===== src/spi_port_pkg.sv =====
package spi_port_pkg;

  // ------------------------------------------------------------
  // control byte bit positions
  // ------------------------------------------------------------
  localparam int DONE_BIT = 7;
  localparam int MEN_BIT = 6;
  localparam int FAULT_BIT = 5;
  localparam int SEL_HI_BIT = 3;
  localparam int SEL_LO_BIT = 2;
  localparam int PEN_BIT = 0;

  // ------------------------------------------------------------
  // timing
  // ------------------------------------------------------------
  localparam int CLK_PERIOD_NS = 10;
  localparam int SCK_HALF_NS = 40; // half period of generated sck
  localparam logic [3:0] SCK_HALF_CYCLES =
    4'((SCK_HALF_NS + CLK_PERIOD_NS - 1) / CLK_PERIOD_NS);
  localparam logic [2:0] LAST_BIT = 3'h7; // eight bits per byte

  // ------------------------------------------------------------
  // types
  // ------------------------------------------------------------
  typedef enum logic [1:0] {
    ST_IDLE = 2'b01,
    ST_RUN = 2'b10
  } xfer_state_type;

  typedef struct packed {
    logic sck;
    logic mosi;
    logic miso;
    logic slave_select_pin;
  } pin_in_type;

  typedef struct packed {
    logic sck_out;
    logic sck_oe;
    logic mosi_out;
    logic mosi_oe;
    logic miso_out;
    logic miso_oe;
    logic nss_out;
    logic nss_oe;
  } pin_out_type;

  typedef struct packed {
    xfer_state_type st;
    logic done;
    logic men;
    logic fault;
    logic sel_hi;
    logic sel_lo;
    logic pen;
    logic [7:0] txbuf;
    logic tx_full;
    logic [7:0] shift;
    logic shift_full;
    logic [2:0] bitcnt;
    logic [3:0] div;
    logic sck_prev;
    logic [7:0] rxbuf;
    logic irq;
    pin_out_type pins;
  } state_type;

  localparam state_type STATE_RESET = '{
    st: ST_IDLE,
    done: 1'b0,
    men: 1'b0,
    fault: 1'b0,
    sel_hi: 1'b0,
    sel_lo: 1'b1, // multi-master select mode by default
    pen: 1'b0,
    txbuf: 8'h00,
    tx_full: 1'b0,
    shift: 8'h00,
    shift_full: 1'b0,
    bitcnt: 3'h0,
    div: 4'h0,
    sck_prev: 1'b0,
    rxbuf: 8'h00,
    irq: 1'b0,
    pins: 8'h02 // only nss_out idles high
  };

endpackage : spi_port_pkg

===== src/spi_master_slave_port.sv =====
`timescale 1ns/1ns
module spi_master_slave_port (
  // clock and reset
  input wire logic core_clk,
  input wire logic sys_rst,
  // software data access
  input wire logic data_wr,
  input wire logic [7:0] wr_data,
  output logic [7:0] rx_data,
  // software control access
  input wire logic ctrl_wr,
  input wire logic [7:0] ctrl_wdata,
  input wire logic irq_enable,
  output logic [7:0] ctrl_status,
  output logic irq,
  // serial pins
  input wire spi_port_pkg::pin_in_type pins_in,
  output spi_port_pkg::pin_out_type pins_out
);

  // ------------------------------------------------------------
  // state and pin synchronisation
  // ------------------------------------------------------------
  spi_port_pkg::state_type r;
  spi_port_pkg::state_type n;
  spi_port_pkg::pin_in_type s;

  logic tick;
  logic rise;
  logic fall;
  logic multi_mm;
  logic slave_active;
  logic move;
  logic fault_hit;

  spi_pin_sync #(
    .WIDTH(4)
  ) u_sync (
    .core_clk(core_clk),
    .sys_rst(sys_rst),
    .async_in(pins_in),
    .sync_out(s)
  );

  // ------------------------------------------------------------
  // decoded conditions
  // ------------------------------------------------------------
  // divider enable, one pulse per half sck period
  assign tick = (r.div == spi_port_pkg::SCK_HALF_CYCLES - 4'h1);
  // edges of the external sck seen in our clock domain
  assign rise = s.sck & ~r.sck_prev;
  assign fall = ~s.sck & r.sck_prev;
  // multi-master select mode, select pin is an input
  assign multi_mm = ~r.sel_hi & r.sel_lo;
  // slave selected: 3-wire ignores the select pin
  assign slave_active = r.pen & ~r.men &
    ((~r.sel_hi & ~r.sel_lo) | ~s.slave_select_pin);
  // buffered byte may enter an empty shifter
  assign move = r.tx_full & ~r.shift_full &
    (r.st == spi_port_pkg::ST_IDLE);
  // another master pulled select low
  assign fault_hit = multi_mm & r.men & ~s.slave_select_pin;

  // ------------------------------------------------------------
  // next-state logic
  // ------------------------------------------------------------
  always_comb begin
    n = r;
    n.sck_prev = s.sck;

    // software control write; flags only clear by writing 0
    if (ctrl_wr) begin
      n.men = ctrl_wdata[spi_port_pkg::MEN_BIT];
      n.pen = ctrl_wdata[spi_port_pkg::PEN_BIT];
      n.sel_hi = ctrl_wdata[spi_port_pkg::SEL_HI_BIT];
      n.sel_lo = ctrl_wdata[spi_port_pkg::SEL_LO_BIT];
      n.done = r.done & ctrl_wdata[spi_port_pkg::DONE_BIT];
      n.fault = r.fault & ctrl_wdata[spi_port_pkg::FAULT_BIT];
    end

    // transmit buffer into empty shift register
    if (move) begin
      n.shift = r.txbuf;
      n.shift_full = 1'b1;
      n.tx_full = 1'b0;
      n.pins.mosi_out = r.txbuf[7];
      n.pins.miso_out = r.txbuf[7];
      if (n.men && n.pen) begin
        n.st = spi_port_pkg::ST_RUN;
        n.div = 4'h0;
        n.bitcnt = 3'h0;
      end
    end

    // software write lands in transmit buffer only
    if (data_wr) begin
      n.txbuf = wr_data;
      n.tx_full = 1'b1;
    end

    unique case (r.st)
      spi_port_pkg::ST_IDLE: begin
        n.div = 4'h0;
        n.pins.sck_out = 1'b0;
        // slave shifting under the external clock
        if (slave_active) begin
          if (rise) begin
            n.shift = {r.shift[6:0], s.mosi};
            n.bitcnt = r.bitcnt + 3'h1;
            if (r.bitcnt == spi_port_pkg::LAST_BIT) begin
              n.rxbuf = {r.shift[6:0], s.mosi};
              n.done = 1'b1;
              n.shift_full = 1'b0;
              n.bitcnt = 3'h0;
            end
          end
          if (fall) begin
            n.pins.miso_out = r.shift[7];
          end
        end else if (!r.men) begin
          n.bitcnt = 3'h0;
        end
      end
      spi_port_pkg::ST_RUN: begin
        // master shifting under the divided clock
        n.div = r.div + 4'h1;
        if (tick) begin
          n.div = 4'h0;
          n.pins.sck_out = ~r.pins.sck_out;
          if (!r.pins.sck_out) begin
            n.shift = {r.shift[6:0], s.miso};
          end else begin
            n.pins.mosi_out = r.shift[7];
            n.bitcnt = r.bitcnt + 3'h1;
            if (r.bitcnt == spi_port_pkg::LAST_BIT) begin
              n.st = spi_port_pkg::ST_IDLE;
              n.rxbuf = r.shift;
              n.done = 1'b1;
              n.shift_full = 1'b0;
              n.bitcnt = 3'h0;
            end
          end
        end
      end
      default: begin
        n.st = spi_port_pkg::ST_IDLE;
      end
    endcase

    // dropping either enable ends a running master transfer
    if (r.st == spi_port_pkg::ST_RUN && !(n.men && n.pen)) begin
      n.st = spi_port_pkg::ST_IDLE;
      n.shift_full = 1'b0;
      n.bitcnt = 3'h0;
      n.div = 4'h0;
    end

    // mode fault drops both enables and aborts
    if (fault_hit) begin
      n.men = 1'b0;
      n.pen = 1'b0;
      n.fault = 1'b1;
      n.st = spi_port_pkg::ST_IDLE;
      n.pins.sck_out = 1'b0;
      n.shift_full = 1'b0;
      n.bitcnt = 3'h0;
    end

    // pin drivers
    n.pins.sck_oe = n.men & n.pen;
    n.pins.mosi_oe = n.men & n.pen;
    n.pins.miso_oe = ~n.men & n.pen & ((~n.sel_hi & ~n.sel_lo) | ~s.slave_select_pin);
    n.pins.nss_oe = n.sel_hi & n.pen;
    n.pins.nss_out = n.sel_hi ? n.sel_lo : 1'b1;
    if (!n.pins.sck_oe) begin
      n.pins.sck_out = 1'b0;
    end

    // interrupt request from either flag
    n.irq = irq_enable & (n.done | n.fault);
  end

  // ------------------------------------------------------------
  // state register
  // ------------------------------------------------------------
  always_ff @(posedge core_clk) begin
    if (sys_rst) begin
      r <= spi_port_pkg::STATE_RESET;
    end else begin
      r <= n;
    end
  end

  // outputs straight from the state register
  assign rx_data = r.rxbuf;
  assign ctrl_status = {r.done, r.men, r.fault, 1'b0,
    r.sel_hi, r.sel_lo, 1'b0, r.pen};
  assign irq = r.irq;
  assign pins_out = r.pins;

  // ------------------------------------------------------------
  // assertions
  // ------------------------------------------------------------
  a_slave_no_clock: assert property (
    @(posedge core_clk) disable iff (sys_rst)
    !r.men |-> !r.pins.sck_oe && r.st == spi_port_pkg::ST_IDLE)
    else $error("slave drives sck or runs a transfer");

  a_slave_byte_done: assert property (
    @(posedge core_clk) disable iff (sys_rst)
    slave_active && rise && !fault_hit &&
    r.bitcnt == spi_port_pkg::LAST_BIT
    |=> r.done && rx_data == $past({r.shift[6:0], s.mosi}))
    else $error("slave byte not completed after eight edges");

  a_master_rx_buf: assert property (
    @(posedge core_clk) disable iff (sys_rst)
    r.st == spi_port_pkg::ST_RUN && tick && r.pins.sck_out &&
    r.bitcnt == spi_port_pkg::LAST_BIT && !fault_hit
    |=> rx_data == $past(r.shift) && r.done &&
    r.st == spi_port_pkg::ST_IDLE)
    else $error("master byte not moved to receive buffer");

  a_tx_load: assert property (
    @(posedge core_clk) disable iff (sys_rst)
    move && !fault_hit |=> r.shift_full && r.shift == $past(r.txbuf))
    else $error("buffered byte not loaded into shifter");

  a_tx_wait: assert property (
    @(posedge core_clk) disable iff (sys_rst)
    r.shift_full && data_wr |=> r.tx_full && r.txbuf == $past(wr_data))
    else $error("byte lost while shifter busy");

  a_master_start: assert property (
    @(posedge core_clk) disable iff (sys_rst)
    move && r.men && r.pen && !fault_hit && !ctrl_wr
    |=> r.st == spi_port_pkg::ST_RUN ##[1:4] r.pins.sck_out)
    else $error("master transfer did not start");

  a_master_drives: assert property (
    @(posedge core_clk) disable iff (sys_rst)
    r.st == spi_port_pkg::ST_RUN |-> r.pins.sck_oe && r.pins.mosi_oe)
    else $error("master transfer without pin drive");

  a_mode_fault: assert property (
    @(posedge core_clk) disable iff (sys_rst)
    fault_hit |=> r.fault && !r.men && !r.pen && !r.pins.sck_oe)
    else $error("mode fault not taken");

  a_nss_drive: assert property (
    @(posedge core_clk) disable iff (sys_rst)
    r.sel_hi && r.pen |-> r.pins.nss_oe && r.pins.nss_out == r.sel_lo)
    else $error("select output does not follow low bit");

  a_nss_unused: assert property (
    @(posedge core_clk) disable iff (sys_rst)
    !r.sel_hi |-> !r.pins.nss_oe)
    else $error("select pin driven outside 4-wire mode");

  a_irq_done: assert property (
    @(posedge core_clk) disable iff (sys_rst)
    $rose(r.done) && $past(irq_enable) |-> r.irq)
    else $error("no interrupt on done flag");

  // ------------------------------------------------------------
  // assertions: counters, flags and aborts
  // ------------------------------------------------------------
  a_rx_on_done: assert property (
    @(posedge core_clk) disable iff (sys_rst)
    $changed(rx_data) |-> r.done)
    else $error("receive buffer changed without done flag");

  a_done_stands: assert property (
    @(posedge core_clk) disable iff (sys_rst)
    r.done && !ctrl_wr |=> r.done)
    else $error("done flag cleared without a control write");

  a_fault_stands: assert property (
    @(posedge core_clk) disable iff (sys_rst)
    r.fault && !ctrl_wr |=> r.fault)
    else $error("fault flag cleared without a control write");

  a_no_reenable: assert property (
    @(posedge core_clk) disable iff (sys_rst)
    !r.men && !ctrl_wr |=> !r.men)
    else $error("master enable restored without software");

  a_multi_input: assert property (
    @(posedge core_clk) disable iff (sys_rst)
    multi_mm |-> !r.pins.nss_oe)
    else $error("select pin driven in multi-master mode");

  a_mosi_first: assert property (
    @(posedge core_clk) disable iff (sys_rst)
    move |=> r.pins.mosi_out == $past(r.txbuf[7]))
    else $error("first bit not on mosi when byte loads");

  a_sck_rate: assert property (
    @(posedge core_clk) disable iff (sys_rst)
    r.st == spi_port_pkg::ST_RUN && !tick && !fault_hit && !ctrl_wr
    |=> $stable(r.pins.sck_out))
    else $error("master sck moved between divider ticks");

  a_irq_fault: assert property (
    @(posedge core_clk) disable iff (sys_rst)
    $rose(r.fault) && $past(irq_enable) |-> r.irq)
    else $error("no interrupt on mode fault");

  a_abort_disable: assert property (
    @(posedge core_clk) disable iff (sys_rst)
    r.st == spi_port_pkg::ST_RUN && ctrl_wr &&
    !ctrl_wdata[spi_port_pkg::MEN_BIT]
    |=> r.st == spi_port_pkg::ST_IDLE && !r.pins.sck_oe)
    else $error("master transfer kept running after disable");

  a_slave_count: assert property (
    @(posedge core_clk) disable iff (sys_rst)
    slave_active && rise && !fault_hit &&
    r.bitcnt != spi_port_pkg::LAST_BIT
    |=> r.bitcnt == $past(r.bitcnt) + 3'h1)
    else $error("slave bit count did not advance on sck rise");

  a_master_count: assert property (
    @(posedge core_clk) disable iff (sys_rst)
    r.st == spi_port_pkg::ST_RUN && tick && r.pins.sck_out &&
    !fault_hit && !ctrl_wr && r.bitcnt != spi_port_pkg::LAST_BIT
    |=> r.bitcnt == $past(r.bitcnt) + 3'h1)
    else $error("master bit count did not advance on falling sck");

endmodule : spi_master_slave_port


===== src/spi_pin_sync.sv =====
`timescale 1ns/1ns
module spi_pin_sync #(
  parameter int WIDTH = 4
) (
  // clock and reset
  input wire logic core_clk,
  input wire logic sys_rst,
  // pins in, synchronised out
  input wire logic [WIDTH-1:0] async_in,
  output logic [WIDTH-1:0] sync_out
);

  logic [WIDTH-1:0] first_reg;

  // two-stage synchroniser, first stage feeds second only
  always_ff @(posedge core_clk) begin
    if (sys_rst) begin
      first_reg <= '0;
      sync_out <= '0;
    end else begin
      first_reg <= async_in;
      sync_out <= first_reg;
    end
  end

endmodule : spi_pin_sync


===== config.mk =====
export PLATFORM = sky130hd
export DESIGN_NAME = spi_master_slave_port
export DESIGN_NICKNAME = d
export VERILOG_FILES = /design/src/spi_port_pkg.sv /design/src/spi_master_slave_port.sv /design/src/spi_pin_sync.sv
export SDC_FILE = /design/constraint.sdc
export NUM_CORES = 1
export LEC_CHECK = 0
export BUFFER_PORTS_ARGS = -buffer_cell sky130_fd_sc_hd__clkbuf_2
export CORE_MARGIN = 5
export CORE_UTILIZATION = 55
export DETAILED_ROUTE_END_ITERATION = 16
export GPL_TIMING_DRIVEN = 0
export HOLD_SLACK_MARGIN = 0.08
export PLACE_DENSITY = 0.79
export SYNTH_ARGS = -nofsm -noshare
export SYNTH_HDL_FRONTEND = slang
export SYNTH_HIERARCHICAL = 1
export SYNTH_SLANG_ARGS = --single-unit

===== constraint.sdc =====
create_clock -name core_clk -period 4.9 [get_ports core_clk]
set_clock_uncertainty 0.2 [all_clocks]
set_input_delay 0.245 -clock core_clk [delete_from_list [all_inputs] [get_ports core_clk]]
set_output_delay 0.245 -clock core_clk [all_outputs]
set_load 0.05 [all_outputs]

# Word-level counts from Yosys, hierarchy flattened
# Cells that the tools add are included.
# totals
word_cells,126
reg_bits,58
# op_classes
n_reduce_logical,14
bitwise_logic,33
addsub,2
eq_ne,10
n_mux,42
# ops
op,n
8-bit two-way mux,7
16-bit case mux with 2 select lines,1
1-bit AND,18
17-bit two-way mux,1
16-bit two-way mux,1
8-bit case mux with 2 select lines,1
3-bit two-way mux,5
1-bit two-way mux,14
12-bit two-way mux,1
1-bit NOT,12
2-bit != test (second input constant),5
9-bit two-way mux,1
4-bit two-way mux,2
7-bit two-way mux,1
7-bit AND reduction,1
2-bit two-way mux,3
6-bit two-way mux,1
3-bit nonzero test,2
3-bit OR reduction,2
4-bit by 1-bit adder with 4-bit output (second input constant),1
4-bit by 2-bit == test with 1-bit output (second input constant),1
1-bit case mux with 2 select lines,2
2-bit case mux with 2 select lines,1
2-bit AND reduction,2
other kinds (10),15

# Longest topological paths before layout
# Gate-level depths: netlist (run 1).
# depth
ltp_word,11
ltp_mapped,9
depth_no_buf,7

# Modules after synthesis
# The synthesis (run 1) kept the hierarchy.
# by_module_without_submodules
module,area_each_um2,cells_per_inst,seq_area_each_um2,n_inst
spi_master_slave_port,2544.9,272,1001.0,1
spi_pin_sync,210.2,16,160.2,1

# Worst setup path before layout (run 1)
# No wires, ideal clock.
# synth_timing
kind,reg-to-reg
startpoint,register r[18] (netlist name)
endpoint,register r[33] (netlist name)
t_arrival_ns,1.497
path_buffers,0
path_slack_ns,3.133
setup_time_ns,0.070
required_ns,4.630
stages_incl_launch_ff,7
period_less_slack_ns,1.767
path_cell_list,dfxtp_1 > ha_1 > or3b_4 > nor2_1 > a21oi_1 > nor3_4 > o2bb2ai_1
# synth_via
elab_chain_cells,3
# synth_lines
item,line,source
from (decl),spi_master_slave_port.sv:24,spi_port_pkg::state_type r;
from (signal assigned),spi_master_slave_port.sv:188,r <= spi_port_pkg::STATE_RESET;
from (signal assigned),spi_master_slave_port.sv:190,r <= n;
4-bit by 2-bit == test with 1-bit output,spi_master_slave_port.sv:49,assign tick = (r.div == spi_port_pkg::SCK_HALF_CYCLES - 4'h1);
16-bit two-way mux,spi_master_slave_port.sv:127,if (tick) begin
16-bit case mux with 2 select lines,spi_master_slave_port.sv:101,unique case (r.st)
# Every way passes these cells.
# A chain may end at the register's enable or synchronous reset.

# Final worst setup path (run 1)
# layout_timing
startpoint,register r[49] (netlist name)
endpoint,register r[22] (netlist name)
# layout_via
elab_chain_cells,6
elab_cells_between_ends,12
classes_between,2 x eq/ne; 7 x mux; 1 x bitwise; 2 x reduce/logical
# layout_lines
item,line,source
2-bit by 1-bit == test with 1-bit output,"spi_master_slave_port.sv:60, spi_master_slave_port.sv:101",
1-bit AND,spi_master_slave_port.sv:59,assign move = r.tx_full & ~r.shift_full &
17-bit two-way mux,spi_master_slave_port.sv:82,if (move) begin
"4-bit two-way mux, or another cell as far along",spi_master_slave_port.sv:130,if (!r.pins.sck_out) begin
16-bit two-way mux or 3-bit two-way mux (tied branches),"spi_master_slave_port.sv:127, spi_master_slave_port.sv:106",
16-bit case mux with 2 select lines,spi_master_slave_port.sv:101,
# Parallel ways exist; a longest one is shown, timed or not. The select of a mux whose other input is x is not followed.

==> flow_summary.html, run 1 <==
<table>
<tr><th>Metric</th><th>Value</th></tr>
<tr><th colspan="2">Run status</th></tr>
<tr><td>Result of the run</td><td>finished clean</td></tr>
<tr><th colspan="2">STA</th></tr>
<tr><td>Setup TNS after final layout</td><td>0 ns</td></tr>
<tr><td>Max Transition Viols Final</td><td>0</td></tr>
<tr><td>Peak Freq</td><td>approximately 490 MHz</td></tr>
<tr><td>Tmin final</td><td>a little over 2 ns</td></tr>
<tr><td>Final setup violation count</td><td>0</td></tr>
<tr><td>Normalized max-slew margin</td><td>60.6%</td></tr>
<tr><td>Portion of the clock cycle consumed by the worst path in the final layout</td><td>a little over two fifths</td></tr>
<tr><td>RSZ-0062 raised after global routing</td><td>false</td></tr>
<tr><td>Worst-margin pin slew</td><td>roughly 0.6 ns</td></tr>
<tr><td>Final Hold Violating Endpoints</td><td>0</td></tr>
<tr><td>Worst Setup Slack, final</td><td>2.84 ns</td></tr>
<tr><th colspan="2">GRT</th></tr>
<tr><td>Maximum number of pins on one net before global-route repair</td><td>13</td></tr>
<tr><td>Met2 layer usage reported by global route</td><td>31.4%</td></tr>
<tr><td>Wire length of the first global-routing pass</td><td>10200 um</td></tr>
<tr><td>Total gr overflow</td><td>0</td></tr>
<tr><td>Most Used Layer, Global Route</td><td>met2</td></tr>
<tr><td>Met3 Track Usage GR</td><td>about 4%</td></tr>
<tr><td>GR Layer Usage met1</td><td>between 20 and 30%</td></tr>
<tr><td>Via count of the first global-routing pass</td><td>approximately 2100</td></tr>
<tr><td>Number of antenna violations at the first check in global routing</td><td>0</td></tr>
<tr><td>GRT Resource Usage Total</td><td>20.5%</td></tr>
<tr><th colspan="2">Synthesis</th></tr>
<tr><td>Number of library cell types mapped by synthesis</td><td>54</td></tr>
<tr><td>Post-Synthesis Mean Instance Area</td><td>approximately 9.6 um^2</td></tr>
<tr><td>Synth top area share</td><td>about 42%</td></tr>
<tr><td>Leading cell type by number of instances after synthesis</td><td>dfxtp_1</td></tr>
<tr><td>Yosys warning total</td><td>6</td></tr>
<tr><td>Share of the yosys chip area belonging to registers</td><td>between 40% and 50%</td></tr>
<tr><td>Cells taking the most area after synthesis</td><td>dfxtp_1 42%, mux2i_1 9.4%, buf_4 6.8%</td></tr>
<tr><td>Synth async-reset ratio</td><td>0%</td></tr>
<tr><td>Post-synth design cell area</td><td>around 0.0028 mm^2</td></tr>
<tr><td>Mapped Cells</td><td>around 290</td></tr>
<tr><td>Top cell types by occurrence after synthesis</td><td>58 x dfxtp_1, 30 x nor2_1, 26 x mux2i_1, 25 x buf_4, 15 x nor2b_1</td></tr>
<tr><td>Cell type contributing the most total cell area after synthesis</td><td>dfxtp_1</td></tr>
<tr><td>Number of flops mapped to enable cells by yosys</td><td>0</td></tr>
<tr><td>Most common flop cell mapped by yosys</td><td>dfxtp_1</td></tr>
<tr><td>Number of synthesized register bits</td><td>between 50 and 60</td></tr>
<tr><th colspan="2">Critical path</th></tr>
<tr><td>Arr. time, crit path</td><td>slightly above 2 ns</td></tr>
<tr><td>Required time at the worst-slack endpoint</td><td>a little under 5 ns</td></tr>
<tr><td>Capturing element type of the critical path</td><td>register</td></tr>
<tr><td>Cell repeated most along the worst path</td><td>inv_1</td></tr>
<tr><td>Slowest-stage cell, CP</td><td>dfxtp_1</td></tr>
<tr><td>Launch point of the critical path</td><td>r[49]$_SDFF_PP1_</td></tr>
<tr><td>Cell-by-cell listing of the critical path</td><td>inv_1 -&gt; ha_1 -&gt; buf_2 -&gt; inv_1 -&gt; o21ai_0 -&gt; and3b_1 -&gt; a41oi_1 -&gt; o22ai_1</td></tr>
<tr><td>Reg2Reg Launch Point</td><td>r[49]$_SDFF_PP1_</td></tr>
<tr><td>Kind of critical path</td><td>register to register</td></tr>
<tr><td>Startpoint class of the critical path</td><td>register</td></tr>
<tr><td>Crit-path max cell delay</td><td>roughly 0.37 ns</td></tr>
<tr><td>Largest fanout on the critical path</td><td>10</td></tr>
<tr><th colspan="2">CTS</th></tr>
<tr><td>Clock tree from TritonCTS</td><td>yes</td></tr>
<tr><td>Number of clock sinks</td><td>between 50 and 60</td></tr>
<tr><td>Clock Root Buffer</td><td>clkbuf_8</td></tr>
<tr><td>Number of buffers added by the clock tree synthesis step</td><td>9</td></tr>
<tr><td>Worst skew pair latency</td><td>~0.33 ns</td></tr>
<tr><td>Largest buffer count on any clock path</td><td>2</td></tr>
<tr><td>H-Tree Depth</td><td>3</td></tr>
<tr><td>Clock transition at the registers of the reported paths</td><td>roughly 0.07 ns</td></tr>
<tr><th colspan="2">Detailed routing</th></tr>
<tr><td>Avg WL per Cell</td><td>roughly 14 um</td></tr>
<tr><td>First drt pass iteration count</td><td>5</td></tr>
<tr><td>Aggregate routed wire length</td><td>6150 um</td></tr>
<tr><td>Number of vias after detailed routing</td><td>between 2000 and 2500</td></tr>
<tr><td>Final routed DRC violation total</td><td>0</td></tr>
<tr><td>Initial DRC count</td><td>around 200</td></tr>
<tr><td>DR vias/cell</td><td>~5.3</td></tr>
<tr><td>Remaining antenna violation count</td><td>0</td></tr>
<tr><th colspan="2">Floorplan</th></tr>
<tr><td>Area of the core</td><td>0.00479 mm^2</td></tr>
<tr><td>Horizontal die dimension</td><td>around 80 um</td></tr>
<tr><td>Starting density of the core</td><td>between 50% and 60%</td></tr>
<tr><td>DIE HEIGHT</td><td>slightly above 80 um</td></tr>
<tr><td>Placement Rows</td><td>25</td></tr>
<tr><td>Top Ports</td><td>50</td></tr>
<tr><td>DIE AREA</td><td>0.00652 mm^2</td></tr>
<tr><th colspan="2">Layout</th></tr>
<tr><td>Number of antenna repair diodes</td><td>0</td></tr>
<tr><td>Fraction of layout instances using a drive strength above 1</td><td>approximately 28%</td></tr>
<tr><td>Register bank with the most flops</td><td>r</td></tr>
<tr><td>Nets</td><td>slightly below 400</td></tr>
<tr><td>Flip-flop count of the largest register after layout</td><td>28</td></tr>
<tr><td>Number of inserted filler cells in the final layout</td><td>around 380</td></tr>
<tr><td>Synth-to-Final Area Change</td><td>24.1%</td></tr>
<tr><td>Cell Count, Final, Fillers Out</td><td>roughly 430</td></tr>
<tr><th colspan="2">Placement</th></tr>
<tr><td>Half-perimeter wire length after detailed placement</td><td>about 4300 um</td></tr>
<tr><td>Minimum setup slack after placement</td><td>~2.9 ns</td></tr>
<tr><td>Global placement routability congestion</td><td>0.877</td></tr>
<tr><td>Count of input and output buffers</td><td>44</td></tr>
<tr><td>Post-Place Cells</td><td>400</td></tr>
<tr><th colspan="2">Run</th></tr>
<tr><td>Maximum Capacitance Violations</td><td>0</td></tr>
<tr><th colspan="2">Pwr</th></tr>
<tr><td>Power per cell area</td><td>about 320 mW/mm^2</td></tr>
<tr><td>Leakage power of the design</td><td>1.48 nW</td></tr>
<tr><td>Peak VDD IR</td><td>~0.27 mV</td></tr>
<tr><th colspan="2">Hold path</th></tr>
<tr><td>Worst hold path type</td><td>input port to register</td></tr>
<tr><td>Origin of the worst min-delay path</td><td>ctrl_wdata[5]</td></tr>
</table>
[where the power goes]
group | total (mW) | switching (mW) | internal, mW
Combinational | 0.171 | 0.101 | 0.0702
Clock | 0.422 | 0.188 | 0.234
Sequential | 0.508 | 0.0160 | 0.492
[cell type report]
cell class | instances | area (um^2) | area share [%]
Timing Repair Buffer | 61 | 390 | 11.4
Inverter | 6 | 22.5 | 0.659
Buffer | 37 | 254 | 7.43
Clock inverter | 5 | 53.8 | 1.57
Sequential cell | 58 | 1160 | 34.0
Clock buffer | 11 | 131 | 3.84
Tap cell | 67 | 83.8 | 2.45
Multi-Input combinational cell | 188 | 1320 | 38.7
[routing by layer]
layer	wire, um	vias up
met2	2860	75
met4	158	0
met5	0	-
met1	2860	1040
li1	-	1151
met3	276	15
[per-stage QoR]
step | cell area, um^2 | total power, mW | util (%) | hold slack [ns]
floorplan | 2760 | 0.633 | - | 0.117
global placement | 3060 | 0.672 | 64.0 | 0.216
detailed placement | 3060 | 0.675 | 64.0 | 0.224
CTS | 3420 | 1.10 | 71.4 | 0.0808
global route | 3420 | 1.15 | 71.4 | 0.101
finish | 3420 | 1.10 | 71.4 | 0.0762
[worst max-delay path: cells and delay by family, from the launching register on]
kind,cells,cell delay [ns]
adders and majority gates,1,0.33
buffers and inverters,3,0.44
DFF,1,0.37
and+or+nand+nor,1,0.20
AOI/OAI and AO/OA,3,0.41
[final timing paths]
kind                                                       to  slack [ns]  cells after the start
worst max-delay path                         r[22]$_SDFF_PP0_        2.84                      8
worst min-delay path                ctrl_status[5]$_SDFF_PP0_        0.08                      4
worst max register to register               r[22]$_SDFF_PP0_        2.84                      8
worst min register to register  u_sync/sync_out[2]$_SDFF_PP0_        0.24                      1
[kinds of logic (layout without fill, tap and decap cells)]
| kind of cell | count (synthesis) | after routing | share of synthesized area [%] |
|---|---|---|---|
| flops | 58 | 58 | 42.1 |
| compound gates | 61 | 61 | 16.4 |
| fa+ha+maj | 5 | 5 | 2.27 |
| buf+inv | 43 | 120 | 10.0 |
| other cells | 1 | 2 | 0.136 |
| xor+xnor | 1 | 1 | 0.318 |
| simple gates | 93 | 93 | 19.3 |
| mux | 26 | 26 | 9.45 |
[what timing repair did]
| item | 4_1_cts | 5_1_grt |
|---|---|---|
| setup endpoints to repair | 0 | 0 |
| hold buffers | 17 | 0 |
| endpoints found under the hold margin | 19 | 0 |
| setup buffers | 0 | 0 |
| resized for setup | 0 | 0 |
[cells in the final DEF (no fill, tap or decap), drive strengths merged, types with 2 or more instances in the layout]
cell	n
mux2i	26
buf	31
clkbuf	61
nand2b	7
dlygate4sd3	17
a41oi	2
conb	2
a21boi	2
nor3	4
clkinv	3
o311a	2
o21ai	9
nand4	3
nand2	11
o2bb2ai	8
inv	7
and3	3
nor2b	15
nand4b	4
nand3b	2
nor2	30
and3b	2
a21o	3
a21oi	15
ha	5
nand3	6
a211oi	9
dfxtp	58
No activity file was read; power rests on OpenSTA's default activity.
==> run 2: changes to the inputs <==
==> constraint.sdc (replaced) <==
create_clock -name core_clk -period 1.9 [get_ports core_clk]
set_clock_uncertainty 0.2 [all_clocks]
set_input_delay 0.095 -clock core_clk [delete_from_list [all_inputs] [get_ports core_clk]]
set_output_delay 0.095 -clock core_clk [all_outputs]
set_load 0.05 [all_outputs]
==> run 2 against run 1 <==
  * The flow now finishes with violations (setup timing)
  * Non-clock buffer count increased by 29
  * Clock power increased to 2.6 times the previous value
  * Sequential power increased to 2.6 times the previous value
  * Die area unchanged
  * Final area increased by 13%
  * Setup slack got worse by 2.8 ns
==> flow_summary.html, run 2 (same netlist as run 1, synthesis figures left out) <==
<table>
<tr><th>Metric</th><th>Value</th></tr>
<tr><th colspan="2">STA</th></tr>
<tr><td>Final setup violation count</td><td>1</td></tr>
<tr><td>RSZ-0062 raised after global routing</td><td>true</td></tr>
<tr><td>Portion of the clock cycle consumed by the worst path in the final layout</td><td>100%</td></tr>
<tr><td>Normalized max-slew margin</td><td>57.7%</td></tr>
<tr><td>Worst-margin pin slew</td><td>0.634 ns</td></tr>
<tr><td>Final Hold Violating Endpoints</td><td>0</td></tr>
<tr><td>Worst Setup Slack, final</td><td>-0.00726 ns</td></tr>
<tr><td>Peak Freq</td><td>524 MHz</td></tr>
<tr><td>Tmin final</td><td>1.91 ns</td></tr>
<tr><td>Max Transition Viols Final</td><td>0</td></tr>
<tr><td>Setup TNS after final layout</td><td>-0.00726 ns</td></tr>
<tr><th colspan="2">Pwr</th></tr>
<tr><td>Peak VDD IR</td><td>0.672 mV</td></tr>
<tr><td>Leakage power of the design</td><td>1.64 nW</td></tr>
<tr><td>Power per cell area</td><td>~760 mW/mm^2</td></tr>
<tr><td>Total Power Consumption</td><td>around 3 mW</td></tr>
<tr><th colspan="2">Placement</th></tr>
<tr><td>Standard cell area after detailed placement</td><td>slightly above 0.003 mm^2</td></tr>
<tr><td>Global placement routability congestion</td><td>a little under 0.9</td></tr>
<tr><td>Count of input and output buffers</td><td>44</td></tr>
<tr><td>Half-perimeter wire length after detailed placement</td><td>around 4300 um</td></tr>
<tr><td>Minimum setup slack after placement</td><td>-0.122 ns</td></tr>
<tr><th colspan="2">Detailed routing</th></tr>
<tr><td>Final routed DRC violation total</td><td>0</td></tr>
<tr><td>Remaining antenna violation count</td><td>0</td></tr>
<tr><td>First drt pass iteration count</td><td>5</td></tr>
<tr><td>Number of vias after detailed routing</td><td>2594</td></tr>
<tr><td>DR vias/cell</td><td>5.61</td></tr>
<tr><td>Avg WL per Cell</td><td>16.4 um</td></tr>
<tr><td>Initial DRC count</td><td>between 200 and 300</td></tr>
<tr><td>Aggregate routed wire length</td><td>around 7600 um</td></tr>
<tr><th colspan="2">Critical path</th></tr>
<tr><td>Cell-by-cell listing of the critical path</td><td>nor2b_1 -&gt; a211o_1 -&gt; dlygate4sd3_1 -&gt; or2_2</td></tr>
<tr><td>Buf/Inv on CP</td><td>1</td></tr>
<tr><td>Required time at the worst-slack endpoint</td><td>1.92 ns</td></tr>
<tr><td>Capturing element type of the critical path</td><td>register</td></tr>
<tr><td>Largest fanout on the critical path</td><td>5</td></tr>
<tr><td>Crit-path max cell delay</td><td>approximately 0.56 ns</td></tr>
<tr><td>Kind of critical path</td><td>register to register</td></tr>
<tr><td>Largest delay contributor family on the critical path</td><td>buffers and inverters</td></tr>
<tr><td>Arr. time, crit path</td><td>between 1.5 and 2 ns</td></tr>
<tr><td>Startpoint class of the critical path</td><td>register</td></tr>
<tr><td>Slowest-stage cell, CP</td><td>dlygate4sd3_1</td></tr>
<tr><th colspan="2">CTS</th></tr>
<tr><td>Clock transition at the registers of the reported paths</td><td>roughly 0.070 ns</td></tr>
<tr><td>Number of clock sinks</td><td>58</td></tr>
<tr><td>Number of buffers added by the clock tree synthesis step</td><td>9</td></tr>
<tr><td>Clock Root Buffer</td><td>clkbuf_8</td></tr>
<tr><td>Clock tree from TritonCTS</td><td>yes</td></tr>
<tr><td>Largest buffer count on any clock path</td><td>2</td></tr>
<tr><td>Worst skew pair latency</td><td>~0.34 ns</td></tr>
<tr><td>H-Tree Depth</td><td>3</td></tr>
<tr><th colspan="2">Floorplan</th></tr>
<tr><td>Placement Rows</td><td>25</td></tr>
<tr><td>DIE HEIGHT</td><td>about 80 um</td></tr>
<tr><td>Area of the core</td><td>around 0.0048 mm^2</td></tr>
<tr><td>Starting density of the core</td><td>57.6%</td></tr>
<tr><td>Horizontal die dimension</td><td>between 80 and 90 um</td></tr>
<tr><td>Top Ports</td><td>50</td></tr>
<tr><td>DIE AREA</td><td>0.00652 mm^2</td></tr>
<tr><th colspan="2">Layout</th></tr>
<tr><td>Flip-flop count of the largest register after layout</td><td>28</td></tr>
<tr><td>Leading cell type in the layout, fill and taps excluded</td><td>dfxtp_1</td></tr>
<tr><td>Nets</td><td>420</td></tr>
<tr><td>Highest-count cells in the layout ignoring fill and taps</td><td>53 x dfxtp_1, 45 x clkbuf_2, 38 x buf_4</td></tr>
<tr><td>Register bank with the most flops</td><td>r</td></tr>
<tr><td>Number of inserted filler cells in the final layout</td><td>roughly 280</td></tr>
<tr><td>Final design utilization</td><td>80.9%</td></tr>
<tr><td>Number of antenna repair diodes</td><td>0</td></tr>
<tr><td>Synth-to-Final Area Change</td><td>40.6%</td></tr>
<tr><td>Cell area after layout</td><td>approximately 0.0039 mm^2</td></tr>
<tr><td>Fraction of layout instances using a drive strength above 1</td><td>37.5%</td></tr>
<tr><th colspan="2">Run</th></tr>
<tr><td>Maximum Capacitance Violations</td><td>0</td></tr>
<tr><th colspan="2">GRT</th></tr>
<tr><td>Maximum number of pins on one net before global-route repair</td><td>11</td></tr>
<tr><td>Via count of the first global-routing pass</td><td>around 2400</td></tr>
<tr><td>Wire length of the first global-routing pass</td><td>between 10000 and 15000 um</td></tr>
<tr><td>Number of antenna violations at the first check in global routing</td><td>0</td></tr>
<tr><td>Total gr overflow</td><td>0</td></tr>
<tr><td>GRT Resource Usage Total</td><td>23.5%</td></tr>
<tr><th colspan="2">Run status</th></tr>
<tr><td>Result of the run</td><td>finished, violations left</td></tr>
<tr><td>Violated checks</td><td>setup timing</td></tr>
<tr><th colspan="2">Hold path</th></tr>
<tr><td>Worst hold path type</td><td>input port to register</td></tr>
</table>
-- run 2: cell types whose count changed in the layout (fill, tap and decap cells not counted), moves of 4 or more --
cell	previous run	this run
dlygate4sd3_1	17	31
buf_4	25	38
buf_6	2	7
dfxtp_1	58	53
dfxtp_2	0	4
-- run 2: worst paths after layout --
check | startpoint | to | slack, ns | depth (start not counted)
setup / recovery | ctrl_status[2]$_SDFF_PP1_ | pins_out[1]$_SDFF_PP1_ | -0.007 | 4
hold / removal | data_wr | r[36]$_SDFFE_PP0P_ | 0.12 | 3
setup reg to reg | ctrl_status[2]$_SDFF_PP1_ | pins_out[1]$_SDFF_PP1_ | -0.007 | 4
hold reg to reg | u_sync/first_reg[2]$_SDFF_PP0_ | u_sync/sync_out[2]$_SDFF_PP0_ | 0.24 | 1
-- run 2: repair_timing --
item / 4_1_cts / 5_1_grt
pin swaps: 4 / 7
cloned: 1 / 0
setup endpoints to repair: 19 / 25
hold endpoints to repair: 28 / 0
hold buffers: 31 / 0
resized for setup: 15 / 36
setup buffers: 7 / 8
-- run 2: worst reg2reg max path: cells and delay by family (launching register included) --
family                 cells  cell delay [ns]
buffers and inverters      1             0.56
flip-flops                 1             0.37
AND/OR/NAND/NOR            2             0.43
AO/OA/AOI/OAI              1             0.22
-- run 2: per-stage QoR --
stage / hold slack, ns / instances
global route: 0.146 / 462
CTS: 0.0956 / 455
detailed placement: 0.113 / 400
floorplan: -0.0334 / 289
global placement: 0.104 / 400
finish: 0.122 / 462
-- run 2: area by class of cell --
type / count / area, um^2 / share of cell area, %
clock buffers: 11 / 131 / 3.39
inverters: 6 / 27.5 / 0.711
well taps: 67 / 83.8 / 2.16
plain buffers: 36 / 263 / 6.79
repair buffers: 91 / 662 / 17.1
flip-flops and latches: 58 / 1170 / 30.2
multi-input cells: 188 / 1480 / 38.3
clock inverters: 5 / 53.8 / 1.39
-- run 2: per-layer routing --
layer  vias to the layer above  wire, um  global-route usage [%]
li1                       1216         -                       -
met1                      1204      3110                    28.1
met2                       133      3680                    39.0
met3                        41       496                    5.21
met4                         0       293                    13.5
met5                         -         0                       0
-- run 2: power breakdown --
group          leakage (nW)  internal, mW  total, mW  switching [mW]
logic                  1.07         0.232      0.532           0.300
registers             0.475          1.27       1.32          0.0489
clock network        0.0975         0.604       1.10           0.497
==> run 3: changes to the inputs <==
--- a/config.mk
+++ b/config.mk
@@ -7,11 +7,11 @@
 export LEC_CHECK = 0
 export BUFFER_PORTS_ARGS = -buffer_cell sky130_fd_sc_hd__clkbuf_2
 export CORE_MARGIN = 5
-export CORE_UTILIZATION = 55
+export CORE_UTILIZATION = 50
 export DETAILED_ROUTE_END_ITERATION = 16
 export GPL_TIMING_DRIVEN = 0
 export HOLD_SLACK_MARGIN = 0.08
-export PLACE_DENSITY = 0.79
+export PLACE_DENSITY = 0.76
 export SYNTH_ARGS = -nofsm -noshare
 export SYNTH_HDL_FRONTEND = slang
 export SYNTH_HIERARCHICAL = 1
==> constraint.sdc (replaced) <==
create_clock -name core_clk -period 1.7 [get_ports core_clk]
set_clock_uncertainty 0.2 [all_clocks]
set_input_delay 0.085 -clock core_clk [delete_from_list [all_inputs] [get_ports core_clk]]
set_output_delay 0.085 -clock core_clk [all_outputs]
set_load 0.05 [all_outputs]
==> run 3 against run 2 <==
  * The run ends with hold timing, setup timing left
  * Setup slack lost 0.25 ns
  * Clock power grew 33%
  * Combinational power grew 45%
  * Register-to-register slack lost 0.25 ns
  * Final area grew 8.7%
  * Cell count grew 5.4%
  * Power grew 26%
  * Utilization shrank 3.6 points
==> flow_summary.html, run 3 (same netlist as run 1, synthesis figures left out) <==
<table>
<tr><th>Metric</th><th>Value</th></tr>
<tr><th colspan="2">Run status</th></tr>
<tr><td>Result of the run</td><td>finished, violations left</td></tr>
<tr><td>Violated checks</td><td>hold timing, setup timing</td></tr>
<tr><th colspan="2">STA</th></tr>
<tr><td>RSZ-0062 raised after global routing</td><td>true</td></tr>
<tr><td>Worst-margin pin slew</td><td>between 0.6 and 0.7 ns</td></tr>
<tr><td>Normalized max-slew margin</td><td>between 50 and 60%</td></tr>
<tr><td>Max Transition Viols Final</td><td>0</td></tr>
<tr><td>Setup TNS after final layout</td><td>-4.09 ns</td></tr>
<tr><td>Final Hold Violating Endpoints</td><td>1</td></tr>
<tr><td>Hold Worst Slack</td><td>-0.0670 ns</td></tr>
<tr><td>Peak Freq</td><td>between 500 and 600 MHz</td></tr>
<tr><td>Final setup violation count</td><td>26</td></tr>
<tr><td>Tmin final</td><td>slightly below 2 ns</td></tr>
<tr><td>Worst Setup Slack, final</td><td>-0.255 ns</td></tr>
<tr><td>Portion of the clock cycle consumed by the worst path in the final layout</td><td>115%</td></tr>
<tr><th colspan="2">CTS</th></tr>
<tr><td>Clock transition at the registers of the reported paths</td><td>0.07 ns</td></tr>
<tr><td>Number of clock sinks</td><td>58</td></tr>
<tr><td>Largest buffer count on any clock path</td><td>2</td></tr>
<tr><td>Number of buffers added by the clock tree synthesis step</td><td>9</td></tr>
<tr><td>Worst skew pair latency</td><td>around 0.35 ns</td></tr>
<tr><td>H-Tree Depth</td><td>3</td></tr>
<tr><td>Clock Root Buffer</td><td>clkbuf_8</td></tr>
<tr><td>Clock tree from TritonCTS</td><td>yes</td></tr>
<tr><th colspan="2">Floorplan</th></tr>
<tr><td>DIE HEIGHT</td><td>84.2 um</td></tr>
<tr><td>Starting density of the core</td><td>50.7%</td></tr>
<tr><td>Placement Rows</td><td>27</td></tr>
<tr><td>DIE AREA</td><td>0.00709 mm^2</td></tr>
<tr><td>Top Ports</td><td>50</td></tr>
<tr><td>Area of the core</td><td>between 0.005 and 0.006 mm^2</td></tr>
<tr><td>Horizontal die dimension</td><td>around 84 um</td></tr>
<tr><th colspan="2">GRT</th></tr>
<tr><td>Total gr overflow</td><td>0</td></tr>
<tr><td>GRT Resource Usage Total</td><td>19.7%</td></tr>
<tr><td>Via count of the first global-routing pass</td><td>approximately 2400</td></tr>
<tr><td>Number of antenna violations at the first check in global routing</td><td>1</td></tr>
<tr><td>Maximum number of pins on one net before global-route repair</td><td>12</td></tr>
<tr><td>Wire length of the first global-routing pass</td><td>11400 um</td></tr>
<tr><th colspan="2">Pwr</th></tr>
<tr><td>Power per cell area</td><td>a little under 900 mW/mm^2</td></tr>
<tr><td>Peak VDD IR</td><td>0.738 mV</td></tr>
<tr><td>Leakage power of the design</td><td>between 1.5 and 2 nW</td></tr>
<tr><th colspan="2">Layout</th></tr>
<tr><td>Nets</td><td>between 400 and 500</td></tr>
<tr><td>Highest-count cells in the layout ignoring fill and taps</td><td>57 x buf_4, 51 x dfxtp_1, 44 x clkbuf_2</td></tr>
<tr><td>Final design utilization</td><td>77.4%</td></tr>
<tr><td>Register bank with the most flops</td><td>r</td></tr>
<tr><td>Leading cell type in the layout, fill and taps excluded</td><td>buf_4</td></tr>
<tr><td>Synth-to-Final Area Change</td><td>52.7%</td></tr>
<tr><td>Fraction of layout instances using a drive strength above 1</td><td>~45%</td></tr>
<tr><td>Flip-flop count of the largest register after layout</td><td>28</td></tr>
<tr><th colspan="2">Critical path</th></tr>
<tr><td>R2R Path End</td><td>r[24]$_SDFF_PP0_</td></tr>
<tr><td>Required time at the worst-slack endpoint</td><td>between 1.5 and 2 ns</td></tr>
<tr><td>Critical path destination</td><td>r[24]$_SDFF_PP0_</td></tr>
<tr><td>Arr. time, crit path</td><td>around 2.0 ns</td></tr>
<tr><td>Startpoint class of the critical path</td><td>register</td></tr>
<tr><td>Slowest-stage cell, CP</td><td>o311a_1</td></tr>
<tr><td>Cell-by-cell listing of the critical path</td><td>inv_2 -&gt; ha_4 -&gt; nand3b_1 -&gt; a21o_1 -&gt; nand2_2 -&gt; o311a_1 -&gt; a221oi_2</td></tr>
<tr><td>Reg2reg setup slack</td><td>-0.26 ns</td></tr>
<tr><td>Capturing element type of the critical path</td><td>register</td></tr>
<tr><td>Reg2Reg Launch Point</td><td>r[50]$_SDFF_PP0_</td></tr>
<tr><td>Crit-path max cell delay</td><td>roughly 0.36 ns</td></tr>
<tr><td>Kind of critical path</td><td>register to register</td></tr>
<tr><td>Largest fanout on the critical path</td><td>4</td></tr>
<tr><td>Register-to-Register Path Depth</td><td>7</td></tr>
<tr><td>Launch point of the critical path</td><td>r[50]$_SDFF_PP0_</td></tr>
<tr><th colspan="2">Placement</th></tr>
<tr><td>Half-perimeter wire length after detailed placement</td><td>between 4000 and 5000 um</td></tr>
<tr><td>Global placement routability congestion</td><td>roughly 0.9</td></tr>
<tr><td>Count of input and output buffers</td><td>44</td></tr>
<tr><th colspan="2">Detailed routing</th></tr>
<tr><td>DR vias/cell</td><td>approximately 5.7</td></tr>
<tr><td>First drt pass iteration count</td><td>4</td></tr>
<tr><td>Remaining antenna violation count</td><td>0</td></tr>
<tr><td>Aggregate routed wire length</td><td>approximately 9000 um</td></tr>
<tr><td>Final routed DRC violation total</td><td>0</td></tr>
<tr><td>Avg WL per Cell</td><td>around 18 um</td></tr>
<tr><td>Number of vias after detailed routing</td><td>around 2800</td></tr>
<tr><td>Initial DRC count</td><td>~340</td></tr>
<tr><th colspan="2">Run</th></tr>
<tr><td>Maximum Capacitance Violations</td><td>0</td></tr>
<tr><th colspan="2">Hold path</th></tr>
<tr><td>Worst hold path type</td><td>input port to register</td></tr>
</table>
## run 3: per-layer routing
metal  up-vias  wire (um)  track usage (%)
met2       138       4280             32.4
met5         -          0                0
met4         0        480             8.19
li1       1249          -                -
met3        50        600             4.91
met1      1338       3630             24.6
## run 3: through the flow
step | area, um^2 | instances | setup slack, ns | total power, mW
floorplan | 2790 | 289 | -0.0284 | 1.83
finish | 4210 | 487 | -0.255 | 3.71
global route | 4210 | 487 | -0.308 | 3.81
detailed placement | 3100 | 405 | -0.266 | 1.95
global placement | 3100 | 405 | -0.228 | 1.95
CTS | 3830 | 462 | -0.162 | 3.50
## run 3: worst min path at each step
stage                     slack, ns  depth (start not counted)  startpoint                             end
after floorplan               -0.04                          1     sys_rst  u_sync/first_reg[0]$_SDFF_PP0_
after global placement          0.1                          2  pins_in[2]  u_sync/first_reg[2]$_SDFF_PP0_
after detailed placement       0.11                          2  pins_in[1]  u_sync/first_reg[1]$_SDFF_PP0_
after CTS                      0.09                          3     data_wr              r[34]$_SDFFE_PP0P_
after global routing          -0.03                          3     ctrl_wr          pins_out[4]$_SDFF_PP0_
final                         -0.07                          3     ctrl_wr          pins_out[4]$_SDFF_PP0_
## run 3: area by class of cell
cell class | count | area, um^2
tap | 72 | 90.1
multi-input combinational | 188 | 1580
sequential | 58 | 1170
fill | 310 | 1230
inverter | 6 | 27.5
buffer | 35 | 280
antenna | 1 | 2.50
clock inverter | 4 | 73.8
clock buffer | 12 | 145
timing repair buffer | 111 | 832
## run 3: timing repair
action | CTS | global route
cloned | 1 | 1
endpoints found under the setup margin | 27 | 30
pin swaps | 22 | 15
hold endpoints to repair | 36 | 3
buffers inserted | 13 | 23
hold buffers | 29 | 1
resized for setup | 31 | 45
## run 3: power breakdown
part | internal, mW | switching (mW)
Sequential | 1.42 | 0.0567
Combinational | 0.375 | 0.396
Clock | 0.869 | 0.595
Total | 2.66 | 1.05
## run 3: worst max-delay path, delay by kind of cell, from the launching register on
family | cells | cell delay (ns)
compound gates | 3 | 0.88
fa+ha+maj | 1 | 0.17
buf+inv | 1 | 0.05
flops | 1 | 0.33
simple gates | 2 | 0.24
